$ cat src/core/aice_pkg.sv
// package for the instruction execution slice: opcodes, widths, flags
// assumes a single core clock and synchronous active-high reset
package aice_pkg;
	localparam int DATA_W   = 8;
	localparam int RADDR_W  = 6;
	localparam int PC_W     = 10;
	localparam int STK_DEPTH = 8;
	localparam int SP_W     = 3;
	localparam int NIB_MSB  = 3;
	localparam int DCY_POS  = 4;
	localparam int TABLE_HIGH_POINTER_LSB = 1;

	// operation codes on the decoded-instruction port
	typedef enum logic [3:0]
	{
		AICE_OP_NOP      = 4'h0,
		AICE_OP_ADD_IMMC = 4'h1,
		AICE_OP_ADD_IMM  = 4'h2,
		AICE_OP_AND_REG  = 4'h3,
		AICE_OP_AND_IMM  = 4'h4,
		AICE_OP_BIT_CLR  = 4'h5,
		AICE_OP_BIT_SET  = 4'h6,
		AICE_OP_TST_SKC  = 4'h7,
		AICE_OP_CALL_ACC = 4'h8
	} aice_op_e;

	// execution phase
	typedef enum logic [0:0]
	{
		AICE_ST_RUN   = 1'b0,
		AICE_ST_FLUSH = 1'b1
	} aice_st_e;

	localparam logic [7:0]      ACC_RST = 8'h00;
	localparam logic [9:0]      PC_RST  = 10'h000;
	localparam logic [9:0]      PC_INC  = 10'h001;
	localparam logic [2:0]      SP_RST  = 3'h0;
	localparam logic [2:0]      SP_INC  = 3'h1;
	localparam logic [7:0]      ZERO8   = 8'h00;
endpackage

$ cat src/core/aice_exec.sv
// executes add-immediate, and, bit clear/set, bit test skip, call via acc
// assumes instructions arrive decoded, one per cycle, with register read
// data for the addressed register valid in the same cycle
//
// Operation
// - add with carry: acc+imm+c to acc
// - add immediate sets z, dc, c
// - and with register, only z changes
// - dest bit 0 to acc, 1 to register
// - and immediate into acc, sets z
// - bit clear, flags untouched, one cycle
// - bit set, flags untouched, one cycle
// - test bit skip when bit clear
// - skip flushes prefetched word, two cycles
// - call pushes pc plus one, two cycles
// - call target from table pointer and acc
// - carry set on carry out
`timescale 1ns/1ps
`default_nettype none
module aice_exec
	import aice_pkg::*;
#(
	parameter int DEPTH = aice_pkg::STK_DEPTH
)
(
	input  wire logic                         clk,
	input  wire logic                         rst,
	input  wire logic                         instr_valid,
	input  wire aice_pkg::aice_op_e           instr_op,
	input  wire logic [aice_pkg::DATA_W-1:0]  instr_imm,
	input  wire logic [aice_pkg::RADDR_W-1:0] instr_reg,
	input  wire logic [2:0]                   instr_bit,
	input  wire logic                         instr_dest,
	input  wire logic [aice_pkg::DATA_W-1:0]  reg_rdata,
	input  wire logic [aice_pkg::DATA_W-1:0]  table_high_pointer,
	output logic      [aice_pkg::RADDR_W-1:0] reg_addr,
	output logic                              reg_we,
	output logic      [aice_pkg::DATA_W-1:0]  reg_wdata,
	output logic      [aice_pkg::DATA_W-1:0]  accumulator,
	output logic                              zero_flag,
	output logic                              digit_carry_flag,
	output logic                              carry_flag,
	output logic      [aice_pkg::PC_W-1:0]    pc,
	output logic                              pc_load,
	output logic                              fetch_discard,
	output logic                              busy,
	output logic      [aice_pkg::SP_W-1:0]    stack_ptr,
	output logic      [aice_pkg::PC_W-1:0]    stack_top
);
	import aice_pkg::*;

	typedef struct packed
	{
		aice_st_e                   st;
		logic [DATA_W-1:0]          acc;
		logic                       z;
		logic                       dc;
		logic                       c;
		logic [PC_W-1:0]            pc;
		logic                       pc_load;
		logic                       discard;
		logic [SP_W-1:0]            sp;
		logic                       we;
		logic [RADDR_W-1:0]         waddr;
		logic [DATA_W-1:0]          wdata;
	} aice_state_s;

	aice_state_s         s_q;
	aice_state_s         s_d;
	logic [PC_W-1:0]     stk_q [DEPTH];
	logic                push;
	logic [PC_W-1:0]     ret_addr;

	// 9-bit sum with the nibble carry on top; only the nibble carry-out is
	// kept, so the result is exactly sum plus one bit and nothing is truncated
	function automatic logic [DATA_W+1:0] aice_add(
		input logic [DATA_W-1:0] a,
		input logic [DATA_W-1:0] b,
		input logic              cin
	);
		logic [DATA_W:0]  sum;
		logic [DCY_POS:0] nib;
		sum = {1'b0, a} + {1'b0, b} + {{DATA_W{1'b0}}, cin};
		nib = {1'b0, a[NIB_MSB:0]} + {1'b0, b[NIB_MSB:0]}
			+ {{NIB_MSB+1{1'b0}}, cin};
		return {nib[DCY_POS], sum};
	endfunction

	logic [DATA_W+1:0]       add_r;
	logic [DATA_W-1:0]       and_r;
	logic                    cin;
	logic                    use_c;

	always_comb
	begin
		s_d = s_q;
		s_d.we = 1'b0;
		s_d.pc_load = 1'b0;
		s_d.discard = 1'b0;
		push = 1'b0;
		ret_addr = s_q.pc + PC_INC;
		use_c = (instr_op == AICE_OP_ADD_IMMC);
		cin = use_c ? s_q.c : 1'b0;
		add_r = aice_add(s_q.acc, instr_imm, cin);
		and_r = s_q.acc & ((instr_op == AICE_OP_AND_REG) ? reg_rdata : instr_imm);
		if (s_q.st == AICE_ST_FLUSH)
		begin
			// second cycle: the prefetched word is dropped, acts as no-op
			s_d.st = AICE_ST_RUN;
		end
		else if (instr_valid)
		begin
			s_d.pc = s_q.pc + PC_INC;
			case (instr_op)
				AICE_OP_ADD_IMMC, AICE_OP_ADD_IMM:
				begin
					s_d.acc = add_r[DATA_W-1:0];
					s_d.c = add_r[DATA_W];
					s_d.dc = add_r[DATA_W+1];
					s_d.z = (add_r[DATA_W-1:0] == ZERO8);
				end
				AICE_OP_AND_REG:
				begin
					s_d.z = (and_r == ZERO8);
					if (instr_dest)
					begin
						s_d.we = 1'b1;
						s_d.waddr = instr_reg;
						s_d.wdata = and_r;
					end
					else
					begin
						s_d.acc = and_r;
					end
				end
				AICE_OP_AND_IMM:
				begin
					s_d.acc = and_r;
					s_d.z = (and_r == ZERO8);
				end
				AICE_OP_BIT_CLR, AICE_OP_BIT_SET:
				begin
					s_d.we = 1'b1;
					s_d.waddr = instr_reg;
					s_d.wdata = reg_rdata;
					s_d.wdata[instr_bit] = (instr_op == AICE_OP_BIT_SET);
				end
				AICE_OP_TST_SKC:
				begin
					if (!reg_rdata[instr_bit])
					begin
						s_d.st = AICE_ST_FLUSH;
						s_d.discard = 1'b1;
						s_d.pc = s_q.pc + PC_INC + PC_INC;
					end
				end
				AICE_OP_CALL_ACC:
				begin
					push = 1'b1;
					s_d.sp = s_q.sp + SP_INC;
					s_d.pc = {table_high_pointer[TABLE_HIGH_POINTER_LSB:0], s_q.acc};
					s_d.pc_load = 1'b1;
					s_d.discard = 1'b1;
					s_d.st = AICE_ST_FLUSH;
				end
				default:
				begin
					s_d.st = AICE_ST_RUN;
				end
			endcase
		end
		if (rst)
		begin
			s_d = '0;
			s_d.st = AICE_ST_RUN;
			s_d.acc = ACC_RST;
			s_d.pc = PC_RST;
			s_d.sp = SP_RST;
		end
	end

	always_ff @(posedge clk)
	begin
		s_q <= s_d;
	end

	// return stack memory; wraps silently when overfilled
	always_ff @(posedge clk)
	begin
		if (push && !rst)
		begin
			stk_q[s_q.sp] <= ret_addr;
		end
	end

	assign reg_addr         = s_q.waddr;
	assign reg_we           = s_q.we;
	assign reg_wdata        = s_q.wdata;
	assign accumulator      = s_q.acc;
	assign zero_flag        = s_q.z;
	assign digit_carry_flag = s_q.dc;
	assign carry_flag       = s_q.c;
	assign pc               = s_q.pc;
	assign pc_load          = s_q.pc_load;
	assign fetch_discard    = s_q.discard;
	assign busy             = (s_q.st == AICE_ST_FLUSH);
	assign stack_ptr        = s_q.sp;
	// top of stack is the last written entry; zero whenever the pointer is zero, before any call or after a wrap
	assign stack_top        = (s_q.sp == SP_RST) ? PC_RST
		: stk_q[s_q.sp - SP_INC];
endmodule
`default_nettype wire

$ cat config.mk
export PLATFORM = sky130hd
export DESIGN_NAME = aice_exec
export DESIGN_NICKNAME = d
export VERILOG_FILES = /design/src/core/aice_pkg.sv /design/src/core/aice_exec.sv
export SDC_FILE = /design/constraint.sdc
export NUM_CORES = 1
export LEC_CHECK = 0
export BUFFER_PORTS_ARGS = -buffer_cell sky130_fd_sc_hd__buf_4
export CELL_PAD_IN_SITES_DETAIL_PLACEMENT = 1
export CELL_PAD_IN_SITES_GLOBAL_PLACEMENT = 1
export CORE_MARGIN = 4
export CORE_UTILIZATION = 49
export DETAILED_ROUTE_END_ITERATION = 6
export PLACE_DENSITY = 0.91
export SLEW_MARGIN = 40
export SYNTH_ARGS = -nofsm -noshare
export SYNTH_HDL_FRONTEND = slang
export SYNTH_SLANG_ARGS = --single-unit
$ cat constraint.sdc
create_clock -name clk -period 5.1 [get_ports clk]
set_clock_uncertainty 0.2 [all_clocks]
set_input_delay 1.02 -clock clk [delete_from_list [all_inputs] [get_ports clk]]
set_output_delay 1.02 -clock clk [all_outputs]
set_load 0.05 [all_outputs]
* Yosys cells after proc, flatten, opt, wreduce, memory -nomap -nowiden
Memory sizes are Yosys's and may differ from the RTL's. Cells that the tools add are included.
Word-level totals: bits of input ports 41, memory bits (writable) 80, logic and storage cells 73, output and inout bits 52, flip-flop bits (word level) 41, memories kept 1
Memory list:
- stk_q | words 8, width 10, read ports 1, clocked after memory_dff 0, write ports 1, line aice_exec.sv:70 | logic [PC_W-1:0] stk_q [DEPTH];
Cells by class: $add $sub $neg 8, $lt $le $gt $ge 2, muxes and demuxes 21, reductions and logical operators 17, eq/ne operators 10, bitwise logic cells 3
Operators by type and width (number):
- 15-bit one-hot mux with 2 select lines | 1
- 9-bit one-hot mux with 3 select lines | 1
- 10-bit by 1-bit adder with 10-bit output (second input constant) | 2
- 10-bit 2-to-1 mux | 2
- 10-bit one-hot mux with 2 select lines | 1
- 4-bit by 3-bit equality test with 1-bit output (second input constant) | 4
- 8-bit logical NOT | 2
- 8-bit 2-to-1 mux | 2
- 15-bit 2-to-1 mux | 1
- 8-bit by 8-bit adder with 9-bit output | 1
- 9-bit by 1-bit adder with 9-bit output | 1
- 1-bit 2-to-1 mux | 9
- 3-bit AND reduction | 3
- 8-bit AND | 1
- 8-bit bitwise mux | 1
- 4-bit by 2-bit equality test with 1-bit output (second input constant) | 2
- 4-bit AND reduction | 2
- 4-bit by 4-bit adder with 5-bit output | 1
- 5-bit by 1-bit adder with 5-bit output | 1
- 4-bit by 1-bit equality test with 1-bit output (second input constant) | 1
- 4-bit equality test (second input constant) | 1
- 3-bit by 4-bit < comparator with 1-bit output (second input constant) | 1
- 2-bit != test (second input constant) | 2
- 2-bit OR reduction | 2
- 14 further kinds | 16

* Depth between registers and ports, before layout
Gate-level depths: netlist (run 1).
depth in word-level cells 7, gate-level depth with buffers 11, mapped depth without buffers 10

* Worst setup path after synthesis (run 1)
Ideal clock, no wire load.
path kind flip-flop to output port, start point reg s_q, in the netlist stack_ptr[0], end point out stack_top[8] in the netlist's numbering, path buffers 2, stages on the path, launching flop included 8, path slack 0.540 ns, arrival 3.340 ns, cell sequence dfxtp_1 > buf_2 > inv_1 > ha_1 > clkbuf_1 > mux4_2 > mux2i_1 > o21ai_0
Between the ends: longest elaborated chain between the ends 3
Ends and longest elaborated chain:
- start: declaration | line aice_exec.sv:68 | aice_state_s s_q;
- start signal: assignment | line aice_exec.sv:184 | s_q <= s_d;
- 3-bit by 1-bit subtractor with 3-bit output | line aice_exec.sv:210 | : stk_q[s_q.sp - SP_INC];
- memory read 8 x 10 bit
- 10-bit 2-to-1 mux (*) | line aice_exec.sv:209 | assign stack_top = (s_q.sp == SP_RST) ? PC_RST
- end: declaration | line aice_exec.sv:48 | output logic [aice_pkg::PC_W-1:0] stack_top
Mark *: on every way between the ends. The rest lies on a longest branch, timed or not.

* Worst setup path after layout (run 1)
start point reg s_q, in the netlist stack_ptr[1], end point out stack_top[1] in the netlist's numbering
Same word-level chain as after synthesis.

==> results of run 1 <==
[worst max-delay path, cell delays in order (launching register included)]
cell and delay [ns]:
dfxtp_1 0.52, inv_1 0.16, ha_2 0.74, mux4_2 0.43, mux2_2 0.28, nand2_1 0.06, o21ai_0 0.13, buf_4 0.22
[state kept, by name, indices dropped and copies added, names as in the netlist]
register / cells
carry_flag: 1
digit_carry_flag: 1
reg_wdata: 8
fetch_discard: 1
pc_load: 1
accumulator: 8
pc: 10
stk_q: 80
reg_addr: 6
zero_flag: 1
stack_ptr: 3
reg_we: 1
[cell families after synthesis]
family,count (synthesis),share of synthesized area
AND/OR/NAND/NOR,156,0.1225
AO/OA/AOI/OAI,142,0.1486
flip-flops,121,0.5023
multiplexers,59,0.1340
buffers and inverters,56,0.03841
XOR/XNOR,18,0.02457
adder cells (fa/ha/maj),14,0.02964
[per-layer routing]
| metal | global-route usage | up-vias |
|---|---|---|
| li1 | - | 2294 |
| met1 | 0.3395 | 2721 |
| met2 | 0.5132 | 253 |
| met3 | 0.06498 | 61 |
| met4 | 0.1239 | 0 |
| met5 | 0 | - |
[power groups by stage]
stage	logic (mW)	registers, mW	clock network [mW]
3_5_place_dp	0.286	1.11	0
2_1_floorplan	0.149	1.14	0
3_3_place_gp	0.270	1.11	0
4_1_cts	0.293	1.09	1.24
5_1_grt	0.317	1.09	1.29
6_report	0.297	1.09	1.23
[final timing paths]
check        slack [ns]                to  depth (start not counted)
min reg2reg        0.31  digit_carry_flag                          2
max                0.91      stack_top[1]                          7
max reg2reg        2.19         zero_flag                          9
min                0.31  digit_carry_flag                          2
[placed cells by master (no fill, tap or decap), types with 18 or more instances in the layout]
cell	count
buf_4	93
o21ai_0	36
edfxtp_1	80
inv_1	18
a21oi_1	26
nand2_1	34
nor2_1	46
mux2i_1	27
clkbuf_16	18
mux4_2	20
dfxtp_1	41
[through the flow]
step	hold slack (ns)	power, mW	util	setup WS, ns
finish	0.3132	2.621	0.6164	0.9087
CTS	0.3183	2.621	0.6130	0.9151
floorplan	0.5121	1.294	-	0.5400
detailed placement	0.2983	1.395	0.5653	1.371
global route	0.3346	2.703	0.6164	0.7715
global placement	0.2795	1.377	0.5633	1.305
[layout make-up]
class                   instances  share of cell area
clock inverters                13             0.01819
repair buffers                 93             0.08902
inverters                      19            0.009094
multi-input cells             389              0.3861
well taps                     172             0.02744
flip-flops and latches        121              0.4110
clock buffers                  19             0.05919
==> impl_metrics.env, run 1 <==
export IMPL_status="finished clean"
export IMPL_fin_cells=826
export IMPL_comb_power_share=0.113
export IMPL_drc_errors=0
export IMPL_finalHoldViolations=0
export IMPL_fin_crit_sh=0.8218
export IMPL_netlist_top_cells_area="edfxtp_1 (37%), dfxtp_1 (13%), mux4_2 (7.0%)"
export IMPL_cts_sinks=121
export IMPL_die_y_um=122.4
export IMPL_grt_pass1_wl_um=32460
export IMPL_antenna_found_initial=0
export IMPL_rows=41
export IMPL_die_area_sq_um=14990
export IMPL_synth_top_cell_area_share=0.3744
export IMPL_critPathCaptureType="output pin"
export IMPL_design_area_sq_um=7843
export IMPL_core_region_area_sq_um=12720
export IMPL_r2r_start="carry_flag"
export IMPL_crit_start="stack_ptr[1]"
export IMPL_grt_total_usage=0.2904
export IMPL_ys_warn_count=0
export IMPL_p_switching_uw=691.3
export IMPL_wl_per_cell_um=25.33
export IMPL_antenna_cells=0
export IMPL_hold_path_class="reg2reg"
export IMPL_crit_path_start_kind="register"
export IMPL_htree_levels=4
export IMPL_highest_layer="met4"
export IMPL_setup_tns_final_ns=0
export IMPL_grt_pass1_vias=5665
export IMPL_seq_power_share=0.416
export IMPL_drt_met1_wl_um=7849
export IMPL_routed_wl_um=20920
export IMPL_cap_violations=0
export IMPL_slew_viol_final=0
export IMPL_regArea_sq_um=3223
export IMPL_finalCriticalPeriod_ns=4.191
export IMPL_cts_buffers=17
export IMPL_placed_area_sq_um=7192
export IMPL_multi_input_area_sq_um=3028
export IMPL_post_cts_buffers=0
export IMPL_power_share_clock=0.470
export IMPL_ys_seq_area_frac=0.5023
export IMPL_cts_path_max_buffers=2
export IMPL_cts_tree="built"
export IMPL_power_switching_share=0.2638
export IMPL_antenna_left=0
export IMPL_p_leak_nw=2.916
export IMPL_root_buffer="clkbuf_16"
export IMPL_power_internal_mw=1.930
export IMPL_finalWeightedCongestion=0.8708
export IMPL_place_hpwl_um=13740
export IMPL_synthesis_nets=621
export IMPL_num_vias=5329
export IMPL_ys_ff_latch=121
export IMPL_finalSetupViolations=0
export IMPL_powerDensity_nw_per_um2=334.2
export IMPL_rsz0062_at_grt="false"
export IMPL_fmax_mhz=238.6
export IMPL_routed_wl_met3_um=1286
export IMPL_synth_edf_count=80
export IMPL_cp_arrival_ns=2.97
export IMPL_required_ns=3.88
export IMPL_grt_overflow_total=0
export IMPL_vias_per_cell=6.452
export IMPL_worst_pin_slew_ns=0.7940
export IMPL_wl_met2_um=11120
export IMPL_grt_start_max_net_pins=35
export IMPL_cts_resized=0
export IMPL_synth_area_sq_um=6416
export IMPL_synthFlopType="edfxtp_1"
export IMPL_yosysTopAreaCell="edfxtp_1"
export IMPL_ioPinCount=93
export IMPL_nFillCells=1387
export IMPL_clk_latency_ns=0.42
export IMPL_max_slew_margin=0.4701
export IMPL_async_flop_share=0
export IMPL_die_x_um=122.4
export IMPL_synthDistinctLibCells=72
export IMPL_drive_above_1_share=0.2844
export IMPL_irDropWorstVdd_mv=0.3015
export IMPL_final_nets=696
export IMPL_yosysMostFrequentCell="edfxtp_1"
export IMPL_drt_initial_drc_count=482
export IMPL_dp_cells=794
export IMPL_area_delta_synth_final_pct=22.23
export IMPL_first_pass_iters=5
export IMPL_syn_inst=566
export IMPL_hp_start="digit_carry_flag"
export IMPL_cp_max_fo=21
export IMPL_avgSynthCellArea_sq_um=11.34
export IMPL_portBuffers=86
export IMPL_initial_core_util=0.5043
export IMPL_worst_setup_path_type="reg2out"
export IMPL_clk_pin_slew_ns=0.06
export IMPL_ctsHoldBuffers=0
export IMPL_synthTopCellsByCount="edfxtp_1 (80), nor2_1 (51), dfxtp_1 (41)"
No activity file was read; power rests on OpenSTA's default activity.
==> run 2: changes to the inputs <==
Settings changed: ABC_AREA set to 1, CORE_UTILIZATION 49 to 43, PLACE_DENSITY 0.91 to 0.86.
Clock period 5.1 ns to 4.1 ns, I/O delays scaled along.
==> run 2 against run 1 <==
Routed wire length fell by 6.3%. Largest cell class unchanged. Critical path type unchanged. Core utilization shrank 7.2 points. Highest routed layer unchanged. Combinational power increased by 41%. Largest power group unchanged.
==> impl_metrics.env, run 2 <==
export IMPL_p_leak_nw=3.218
export IMPL_hold_path_class="reg2reg"
export IMPL_first_pass_iters=4
export IMPL_drive_above_1_share=0.1963
export IMPL_wl_per_cell_um=19.90
export IMPL_placed_area_sq_um=7039
export IMPL_post_cts_buffers=0
export IMPL_powerDensity_nw_per_um2=428.0
export IMPL_die_y_um=128.0
export IMPL_synth_top_cell_area_share=0.3881
export IMPL_worst_pin_slew_ns=0.5958
export IMPL_crit_path_start_kind="register"
export IMPL_cts_sinks=121
export IMPL_cts_buffers=17
export IMPL_design_area_sq_um=7622
export IMPL_die_x_um=128.0
export IMPL_largest_reg_flops=80
export IMPL_worst_setup_path_type="reg2out"
export IMPL_fmax_mhz=270.9
export IMPL_ys_ff_latch=121
export IMPL_required_ns=3.08
export IMPL_drc_errors=0
export IMPL_grt_total_usage=0.2490
export IMPL_synthFlopType="edfxtp_1"
export IMPL_critPathCaptureType="output pin"
export IMPL_layout_common_cells="nor2_1 (120), buf_4 (101), o21ai_0 (95)"
export IMPL_rows=43
export IMPL_setup_slack_ns=0.4091
export IMPL_status="finished clean"
export IMPL_rsz0062_at_grt="false"
export IMPL_cts_tree="built"
export IMPL_top_register="stk_q"
export IMPL_cap_violations=0
export IMPL_clk_latency_ns=0.42
export IMPL_finalCriticalPeriod_ns=3.691
export IMPL_grt_overflow_total=0
export IMPL_synthDistinctLibCells=51
export IMPL_cp_arrival_ns=2.67
export IMPL_antenna_left=0
export IMPL_routed_wl_um=19610
export IMPL_place_hpwl_um=14160
export IMPL_htree_levels=4
export IMPL_antenna_cells=0
export IMPL_slew_viol_final=0
export IMPL_dp_slack_ns=0.8244
export IMPL_area_delta_synth_final_pct=23.15
export IMPL_yosysMostFrequentCell="nor2_1"
export IMPL_holdWs_ns=0.2860
export IMPL_cp_max_fo=20
export IMPL_ioPinCount=93
export IMPL_ys_warn_count=0
export IMPL_netlist_top_cells_area="edfxtp_1 (39%), dfxtp_1 (13%), o21ai_0 (7.7%)"
export IMPL_clk_pin_slew_ns=0.05
export IMPL_ys_seq_area_frac=0.5207
export IMPL_drt_initial_drc_count=338
export IMPL_final_common_cell="nor2_1"
export IMPL_final_nets=848
export IMPL_avgSynthCellArea_sq_um=8.842
export IMPL_finalWeightedCongestion=0.9401
export IMPL_grt_pass1_vias=5952
export IMPL_synth_area_sq_um=6190
export IMPL_antenna_found_initial=0
export IMPL_max_slew_margin=0.6024
export IMPL_syn_inst=700
export IMPL_vias_per_cell=5.585
export IMPL_synthesis_nets=755
export IMPL_die_area_sq_um=16380
export IMPL_ctsHoldBuffers=0
export IMPL_root_buffer="clkbuf_16"
export IMPL_yosysTopAreaCell="edfxtp_1"
export IMPL_portBuffers=86
export IMPL_p_total_mw=3.262
export IMPL_nFillCells=1643
export IMPL_irDropWorstVdd_mv=0.1948
export IMPL_setup_tns_final_ns=0
export IMPL_fin_crit_sh=0.9002
export IMPL_cts_path_max_buffers=2
export IMPL_finalSetupViolations=0
export IMPL_async_flop_share=0
export IMPL_finalHoldViolations=0
export IMPL_synthTopCellsByCount="nor2_1 (120), o21ai_0 (95), edfxtp_1 (80)"
export IMPL_core_region_area_sq_um=13990
export IMPL_grt_pass1_wl_um=31530
export IMPL_cts_resized=0
export IMPL_num_vias=5501
export IMPL_initial_core_util=0.4425
export IMPL_grt_start_max_net_pins=45
export IMPL_synth_edf_count=80
==> run 2: changes by cell type in the layout (fill, tap and decap cells not counted), moves of 7 or more <==
cell | before | now
a211oi_1 | 14 | 5
a22oi_1 | 14 | 1
a31oi_1 | 4 | 13
buf_4 | 93 | 101
inv_1 | 18 | 68
mux2_2 | 11 | 0
mux2i_1 | 27 | 1
mux4_2 | 20 | 0
nand2_1 | 34 | 76
nand3_1 | 12 | 28
nor2_1 | 46 | 120
nor2b_1 | 7 | 0
o21ai_0 | 36 | 95
o21ai_1 | 3 | 14
==> run 2: per-stage QoR <==
stage                     utilization  instances
final                          0.5449        985
after CTS                      0.5449        985
after global placement         0.5032        954
after global routing           0.5449        985
after detailed placement       0.5032        954
after floorplan                     -        700
==> run 2: final cells by class <==
| class | instances | area (sq um) | area share |
|---|---|---|---|
| clock inverter | 13 | 153.9 | 0.02019 |
| multi-input combinational | 476 | 2546 | 0.3340 |
| clock buffer | 18 | 429.2 | 0.05630 |
| sequential | 121 | 3223 | 0.4228 |
| tap | 180 | 225.2 | 0.02955 |
| timing repair buffer | 101 | 758.2 | 0.09947 |
| inverter | 76 | 286.5 | 0.03759 |
==> run 2: worst paths after layout <==
path	slack, ns	to	cells after the start	startpoint
max	0.41	stack_top[3]	8	stack_ptr[1]
min	0.29	reg_addr[4]	2	reg_addr[4]
max reg2reg	1.40	pc[9]	10	pc[0]
min reg2reg	0.29	reg_addr[4]	2	reg_addr[4]
==> run 2: cell families (layout without fill, tap and decap cells) <==
family / after synthesis / in the layout / share of synthesized area
fa+ha+maj: 14 / 14 / 0.03073
flops: 121 / 121 / 0.5207
simple gates: 260 / 260 / 0.1844
xor+xnor: 10 / 10 / 0.01718
mux: 1 / 1 / 0.001617
compound gates: 191 / 191 / 0.1775
buf+inv: 103 / 208 / 0.06792
==> run 2: power breakdown <==
part	switching, mW	internal (mW)
registers	0.0302	1.33
clock network	0.538	0.946
logic	0.292	0.127
total	0.860	2.40
==> run 2: worst max-delay path: stages (launching register included) <==
cell     delay, ns
dfxtp_1       0.49
inv_1         0.17
ha_1          0.34
buf_4         0.27
o21ai_0       0.14
o22ai_1       0.24
o21ai_0       0.14
a31oi_1       0.22
buf_4         0.24
==> run 2: routing by layer <==
layer | GRT usage | part of all wire | wire [um] | up-vias
met2 | 0.4452 | 0.52 | 10200 | 163
met5 | 0 | 0 | 0 | -
met3 | 0.04958 | 0.040 | 785 | 54
li1 | - | - | - | 2607
met1 | 0.2842 | 0.40 | 7853 | 2677
met4 | 0.1186 | 0.039 | 768 | 0
